===== config.mk =====
export PLATFORM = sky130hd
export DESIGN_NAME = gpp_port
export DESIGN_NICKNAME = d
export VERILOG_FILES = /design/src/design/gpp_pkg.sv /design/src/design/gpp_port.sv
export VERILOG_INCLUDE_DIRS = /design/src /design/src/design
export SDC_FILE = /design/constraint.sdc
export NUM_CORES = 1
export LEC_CHECK = 0
export BUFFER_PORTS_ARGS = -buffer_cell sky130_fd_sc_hd__buf_2
export CAP_MARGIN = 40
export CORE_ASPECT_RATIO = 0.7
export CORE_MARGIN = 8
export CORE_UTILIZATION = 52
export DETAILED_ROUTE_END_ITERATION = 6
export GPL_ROUTABILITY_DRIVEN = 0
export PLACE_DENSITY_LB_ADDON = 0.1
export SYNTH_ARGS = -nofsm -noshare
export SYNTH_HDL_FRONTEND = slang
export SYNTH_SLANG_ARGS = --single-unit

===== constraint.sdc =====
create_clock -name core_clk -period 2 [get_ports core_clk]
set_input_delay 0.1 -clock core_clk [delete_from_list [all_inputs] [get_ports core_clk]]
set_output_delay 0.1 -clock core_clk [all_outputs]
set_load 0.03 [all_outputs]

===== src/design/gpp_cfg.svh =====
`ifndef GPP_CFG_SVH
`define GPP_CFG_SVH

// Register offsets on the configuration register port
`define GPP_DIR_OFS       8'hB4
`define GPP_DATA_OFS      8'hB6

// Field layout
`define GPP_PIN_CNT       8
`define GPP_SB_CLK_PIN    4
`define GPP_SB_DATA_PIN   5
`define GPP_SEC_MASK      8'h30

// Reset values
`define GPP_DIR_RST       8'h00
`define GPP_DATA_RST      8'h00
`define GPP_RSVD_VAL      8'h00
`define GPP_OE_N_RST      8'hFF

`endif


===== src/design/gpp_pkg.sv =====
package gpp_pkg;

    // One register access on the configuration port
    typedef struct packed {
        logic        rd;
        logic        wr;
        logic [1:0]  be;
        logic [7:0]  addr;
        logic [15:0] wdata;
    } gpp_req_s;

    // Serial-bus controller drive towards pins 4 and 5
    typedef struct packed {
        logic clk_out;
        logic clk_oe_n;
        logic data_out;
        logic data_oe_n;
    } gpp_sb_drv_s;

    typedef struct packed {
        logic [7:0]  pin_s1;
        logic [7:0]  pin_s2;
        logic [7:0]  pin_s3;
        logic [7:0]  level;
        logic [2:0]  plt_sync;
        logic [2:0]  glb_sync;
        logic        plt_lvl;
        logic        glb_lvl;
        logic        fundamental_reset_n_n;
        logic [7:0]  dir;
        logic [7:0]  data;
        logic [15:0] rdata;
        logic [7:0]  pin_out;
        logic [7:0]  pin_oe_n;
        logic        sb_clk_in;
        logic        sb_data_in;
    } gpp_state_s;

endpackage


===== src/design/gpp_port.sv =====
`timescale 1ns/100ps
`include "gpp_cfg.svh"

// Overview of operation
// - One direction bit per pin; 0 is input (default), 1 is output.
// - Data reads return the sampled pin level for input-mode pins.
// - Data writes to output-mode pins set the driven level.
// - Data writes to input-mode pins are discarded, nothing changes.
// - Data writes to pins in secondary function are discarded.
// - Only pins 4 and 5 have a secondary role: serial clock, data.
// - Bits 15 to 8 of both registers read zero, ignore writes.
// - After power-up all pins are inputs; data reads show pin levels.
// - Only the fundamental reset clears direction and data bits.
// - Fundamental reset, active low, follows platform or global reset.
// - Direction bits do not affect pins in secondary function.
// - Serial memory present puts pins 4 and 5 in serial-bus role.
module gpp_port (
    input  wire logic                 core_clk,            // 50 MHz clock
    input  wire logic                 sys_rst,             // Sync reset
    input  wire logic                 platform_reset_n,    // Reset pin
    input  wire logic                 global_reset_n,      // Reset pin
    input  wire gpp_pkg::gpp_req_s    reg_req,             // Register access
    output logic [15:0]               reg_rdata,           // Read data
    input  wire logic [7:0]           pin_in,              // Pin levels
    output logic [7:0]                pin_out,             // Pin drive value
    output logic [7:0]                pin_oe_n,            // Low drives pin
    input  wire logic                 serial_memory_present, // From sb ctrl
    input  wire gpp_pkg::gpp_sb_drv_s sb_drv,              // Sb ctrl drive
    output logic                      sb_clk_in,           // Pin 4 level
    output logic                      sb_data_in,          // Pin 5 level
    output logic                      fundamental_reset_n  // Internal reset
);
    import gpp_pkg::*;

    gpp_state_s s_reg;
    gpp_state_s s_next;
    gpp_state_s s_rst;
    logic [7:0] sec;
    logic [7:0] drv_mask;
    logic       dir_wr;
    logic       data_wr;

    assign sec      = serial_memory_present ? `GPP_SEC_MASK : 8'h00;
    assign drv_mask = s_reg.dir & ~sec;
    assign dir_wr   = reg_req.wr && reg_req.be[0]
                      && reg_req.addr == `GPP_DIR_OFS;
    assign data_wr  = reg_req.wr && reg_req.be[0]
                      && reg_req.addr == `GPP_DATA_OFS;

    always_comb begin
        s_next = s_reg;
        // Three-stage sampling of the pins; a level counts once 2 and 3 agree
        s_next.pin_s1 = pin_in;
        s_next.pin_s2 = s_reg.pin_s1;
        s_next.pin_s3 = s_reg.pin_s2;
        for (int i = 0; i < `GPP_PIN_CNT; i++) begin
            if (s_reg.pin_s2[i] == s_reg.pin_s3[i]) begin
                s_next.level[i] = s_reg.pin_s3[i];
            end
        end
        s_next.plt_sync = {s_reg.plt_sync[1:0], platform_reset_n};
        s_next.glb_sync = {s_reg.glb_sync[1:0], global_reset_n};
        if (s_reg.plt_sync[1] == s_reg.plt_sync[2]) begin
            s_next.plt_lvl = s_reg.plt_sync[2];
        end
        if (s_reg.glb_sync[1] == s_reg.glb_sync[2]) begin
            s_next.glb_lvl = s_reg.glb_sync[2];
        end
        s_next.fundamental_reset_n_n = s_reg.plt_lvl & s_reg.glb_lvl;

        // Register writes; upper byte has no storage at all
        if (dir_wr) begin
            s_next.dir = reg_req.wdata[7:0];
        end
        for (int i = 0; i < `GPP_PIN_CNT; i++) begin
            if (data_wr && drv_mask[i]) begin
                s_next.data[i] = reg_req.wdata[i];
            end
        end
        if (!s_reg.fundamental_reset_n_n) begin
            s_next.dir  = `GPP_DIR_RST;
            s_next.data = `GPP_DATA_RST;
        end

        // Reads: output bits show the driven value, others the pin level
        if (reg_req.rd) begin
            unique case (reg_req.addr)
                `GPP_DIR_OFS:  s_next.rdata = {`GPP_RSVD_VAL, s_reg.dir};
                `GPP_DATA_OFS: s_next.rdata = {`GPP_RSVD_VAL,
                                  (s_reg.data & drv_mask)
                                  | (s_reg.level & ~drv_mask)};
                default:       s_next.rdata = 16'h0000;
            endcase
        end

        // Pin drive, with the serial controller owning pins 4 and 5
        s_next.pin_out  = s_reg.data;
        s_next.pin_oe_n = ~s_reg.dir;
        if (sec[`GPP_SB_CLK_PIN]) begin
            s_next.pin_out[`GPP_SB_CLK_PIN]   = sb_drv.clk_out;
            s_next.pin_oe_n[`GPP_SB_CLK_PIN]  = sb_drv.clk_oe_n;
            s_next.pin_out[`GPP_SB_DATA_PIN]  = sb_drv.data_out;
            s_next.pin_oe_n[`GPP_SB_DATA_PIN] = sb_drv.data_oe_n;
        end
        s_next.sb_clk_in  = s_reg.level[`GPP_SB_CLK_PIN];
        s_next.sb_data_in = s_reg.level[`GPP_SB_DATA_PIN];
    end

    // Core reset starts the reset filters asserted, so the fundamental
    // reset clears the direction and data bits; the core reset itself never does.
    always_comb begin
        s_rst          = '0;
        s_rst.pin_oe_n = `GPP_OE_N_RST;
        s_rst.dir      = s_reg.dir;
        s_rst.data     = s_reg.data;
    end

    always_ff @(posedge core_clk) begin
        if (sys_rst) begin
            s_reg <= s_rst;
        end else begin
            s_reg <= s_next;
        end
    end

    assign reg_rdata           = s_reg.rdata;
    assign pin_out             = s_reg.pin_out;
    assign pin_oe_n            = s_reg.pin_oe_n;
    assign sb_clk_in           = s_reg.sb_clk_in;
    assign sb_data_in          = s_reg.sb_data_in;
    assign fundamental_reset_n = s_reg.fundamental_reset_n_n;
endmodule


; Yosys cells after proc, flatten, opt, wreduce, memory -nomap -nowiden
; Cells that the tools add are included.
[totals]
input_bits = 45
wordCells = 93
output_inout_bits = 35
regBits = 91
[classes]
mux = 13
eq_ne = 21
n_bitwise = 9
n_reduce_logical = 20
[ops]
columns = operator, count
row1 = AND 8 bit, 3
row2 = inequality test 2 x 1 -> 1 bit (second input constant), 9
row3 = AND reduction 2 bit, 9
row4 = == test 8 bit (second input constant), 2
row5 = inverter 8 bit, 2
row6 = case mux 8 bit (2 select lines), 1
row7 = logical AND 1 bit, 11
row8 = == test 1 bit, 10
row9 = two-way mux 1 bit, 8
row10 = two-way mux 8 bit, 1
row11 = inverter 6 -> 8 bit, 1
row12 = bitwise OR 8 bit, 1
row13 = two-way mux 6 bit, 1
row14 = two-way mux 2 bit, 2
row15 = AND 1 bit, 1
row16 = inverter 1 bit, 1

; Depth between registers and ports, before layout
[logic_depth]
depth_word = 7
depth_mapped = 5
mapped_depth_nobuf = 3

; Worst setup path before layout
; Ideal clock, no wire load.
[synth_timing]
path_kind = input -> register
start = input reg_req[22] in the netlist's numbering
end = register s_reg[42] in the netlist's numbering (enable)
setup_ps = 376
setup_slack_ps = 467
t_arrival_ps = 1157
path_buffers = 2
t_required_ps = 1624
stages = 5
path_cell_list = and4b_1 buf_2 buf_2 nand2_1 o22ai_1
[synth_between]
elab_chain_cells = 4
[synth_lines]
columns = item, line_no
row1 = "start, declared", gpp_port.sv:22  ; input wire gpp_pkg::gpp_req_s reg_req,
row2 = == test 8 bit, --
row3 = logical AND 1 bit (no source line), --
row4 = inequality test 2 x 1 -> 1 bit (no source line), --
row5 = AND reduction 2 bit (no source line), --
row6 = "end signal, assigned", gpp_port.sv:120  ; s_reg <= s_rst;
row7 = "end signal, assigned", gpp_port.sv:122  ; s_reg <= s_next;
row8 = "end, declared", gpp_port.sv:35  ; gpp_state_s s_reg;
; Every way passes these cells.
; A chain may end at the register's enable or synchronous reset.

; Worst setup path after layout
[layout_timing]
start = register s_reg (netlist bit fundamental_reset_n)
end = register s_reg[38] in the netlist's numbering (enable)
[layout_between]
elab_chain_cells = 2
[layout_lines]
columns = item
row1 = inequality test 2 x 1 -> 1 bit (no source line)
row2 = AND reduction 2 bit (no source line)
; Every way passes these cells.

==> run summary <==
Reg clk slew, reported paths -> 80 ps
ANT cells -> 0
Fmax achieved -> 761.5 MHz
RSZ-0062 raised after global routing -> false
Die X -> 108.7 um
DR pass1 iterations -> 4
Ports -> 80
Post-Layout Cell Count -> 417
placed instance count -> 387
Total Neg Setup Slack -> 0 ps
CP top delay family -> simple AND/OR/NAND/NOR gates
Buf+Inv Stages, Crit Path -> 0
Async SR Flop Fraction -> 0%
primary flip-flop cell chosen by synthesis mapping -> dfxtp_1
vias per inst -> 4.830
power per cell area -> 889.6 nW/um2
port buffer count -> 62
layout cells sized above 1 -> 27.49%
initial drt markers -> 68
CTS root buf -> clkbuf_8
routed length per placed instance -> 13.82 um
residual DRC count -> 0
vias in the first global route -> 1899
max cap viols -> 0
Worst Path Arrival -> 1390 ps
fillers -> 493
r2r endpoint -> s_reg[38]
Critical R2R Launch -> fundamental_reset_n
Initial Util -> 54.30%
Post-synth EDFFs -> 16
average footprint of a synthesized cell -> 11.01 um2
Critical Path Sink Type -> register
Slowest Stage Delay on Critical Path -> 550 ps
CTS Buffer Depth -> 2
CTS tree -> yes
via count -> 2014
Worst-Skew Late Latency -> 350 ps
Final min period -> 1313 ps
Core ar. -> 5756 um2
Max Fanout on Critical Path -> 8
hold depth -> 2
post-DP HPWL -> 3882 um
Power Total -> 0.003253 W
Synth cell types -> 33
initial antenna violation count -> 0
flip-flop and latch count after synthesis -> 83
largest net degree at the start of global routing -> 62
Post-DP Area -> 3301 um2
Layout area overhead -> 16.97%
number of CTS-inserted buffers -> 9
LEAKAGE -> 1.551 nW
HP Class -> input pin to register
endpoints failing setup -> 0
CTS resizes -> 0
cell area after layout -> 3656 um2
FF-to-FF setup slack -> 690 ps
H-tree depth -> 3
Hold EP -> s_reg[49]
final wirelength -> 5761 um
crit-path cells -> nor2_1 -> a21o_2
Remaining Overflow, GRT -> 0
crit path max-delay cell type -> nor2_1
Worst setup SP type -> register
Slew Limit Headroom -> 51.30%
Tightest Pin Transition -> 727.8 ps
Peak VDD IR -> 553.2 uV
WS Path Type -> register to register
Synth Cell Area -> 3125 um2
skew final -> 5.257 ps
NumNets Final -> 382
Seq/Total Area, Yosys -> 58.29%
Critical Path RT -> 2080 ps
final hold violation count -> 0
Core Util, Final -> 63.52%
synth warn -> 0
outcome -> finished, final reports clean
clk sinks -> 83
GRT Overall Usage -> 13.54%
Final Cycle Share -> 65.66%
# rows -> 23
Die ar. -> 8787 um2
Cells after Synth -> 284
path depth of the worst reg2reg path -> 2
hold path startpoint -> reg_req[7]
first-pass GRT wire length -> 9108 um
max-slew violation count -> 0
Routed Antenna Nets -> 0
die span in y -> 80.87 um
-- per-stage QoR --
| step | setup slack (ps) | hold WS (ps) |
|---|---|---|
| after floorplan | 467.0 | 217.9 |
| after global placement | 396.7 | 309.8 |
| after detailed placement | 394.7 | 313.7 |
| after CTS | 679.7 | 38.90 |
| after global routing | 624.1 | 58.05 |
| final | 686.7 | 56.00 |
-- placed cells by master (no fill, tap or decap), types with 2 or more instances in the layout --
cell / netlist / final
nand3_1: 12 / 12
a41oi_1: 2 / 2
o21ba_2: 2 / 2
nor3b_1: 2 / 2
dlygate4sd3_1: 0 / 14
and2_1: 8 / 8
buf_4: 33 / 5
o31ai_1: 2 / 2
dfxtp_1: 67 / 67
a31oi_1: 6 / 6
clkinv_2: 0 / 2
o21ai_0: 10 / 10
edfxtp_1: 16 / 16
buf_2: 4 / 62
nand2_1: 13 / 13
mux2i_1: 4 / 4
nor2b_1: 40 / 40
a21oi_1: 10 / 10
o21bai_1: 8 / 8
nand2b_1: 6 / 6
clkbuf_16: 0 / 2
a21o_1: 7 / 7
nor2_1: 6 / 6
a211o_1: 2 / 2
conb_1: 1 / 8
clkbuf_8: 0 / 10
mux2_2: 6 / 6
-- cell type report --
class,count,area [um2],share of cell area [%]
clock buffer,12,187.7,5.133
clock inverter,4,27.53,0.7529
multi-input combinational,161,1017,27.82
sequential,83,1822,49.83
tap,75,93.84,2.567
timing repair buffer,82,508.0,13.89
-- cells in the mapped netlist, types with 7 or more instances --
cell type  instances  area, um2
edfxtp_1          16      480.5
nand2_1           13      48.80
nor2b_1           40      250.2
nand3_1           12      60.06
a21o_1             7      52.55
buf_4             33      247.7
a21oi_1           10      50.05
and2_1             8      50.05
o21ai_0           10      50.05
o21bai_1           8      60.06
clkbuf_1           8      30.03
dfxtp_1           67       1341
-- where the power goes --
group / switching (W) / internal, W / total (W)
combinational: 0.000141 / 0.000108 / 0.000248
clock: 0.000587 / 0.000639 / 0.00123
sequential: 0.0000230 / 0.00176 / 0.00178
-- logic make-up after synthesis --
kind of cell	count (synthesis)	share of synthesized area (%)
buf+inv	47	10.01
other cells	1	0.1200
mux	10	3.443
compound gates	51	10.73
simple gates	92	17.41
flops	83	58.29
-- worst max path at each step --
stage,slack (ps),cells past startpoint,end,from
after floorplan,470,5,s_reg[42],reg_req[22]
after global placement,400,4,s_reg[38],reg_req[22]
after detailed placement,390,4,s_next[11],reg_req[22]
after CTS,680,2,s_reg[38],fundamental_reset_n
after global routing,620,2,s_reg[38],fundamental_reset_n
final,690,2,s_reg[38],fundamental_reset_n
-- routing by layer --
| metal | part of all wire (%) | wire, um | vias to the layer above | global-route usage [%] |
|---|---|---|---|---|
| met5 | 0 | 0 | - | 0 |
| met1 | 45 | 2621 | 928 | 16.04 |
| met2 | 46 | 2644 | 50 | 21.81 |
| li1 | - | - | 1025 | - |
| met4 | 1.5 | 89 | 0 | 6.531 |
| met3 | 7.0 | 405 | 11 | 4.664 |
-- repair_timing --
item | 4_1_cts | 5_1_grt
endpoints found under the hold margin | 14 | 0
buffers inserted | 0 | 0
hold buffers | 14 | 0
(Power assumes the default switching activity.)
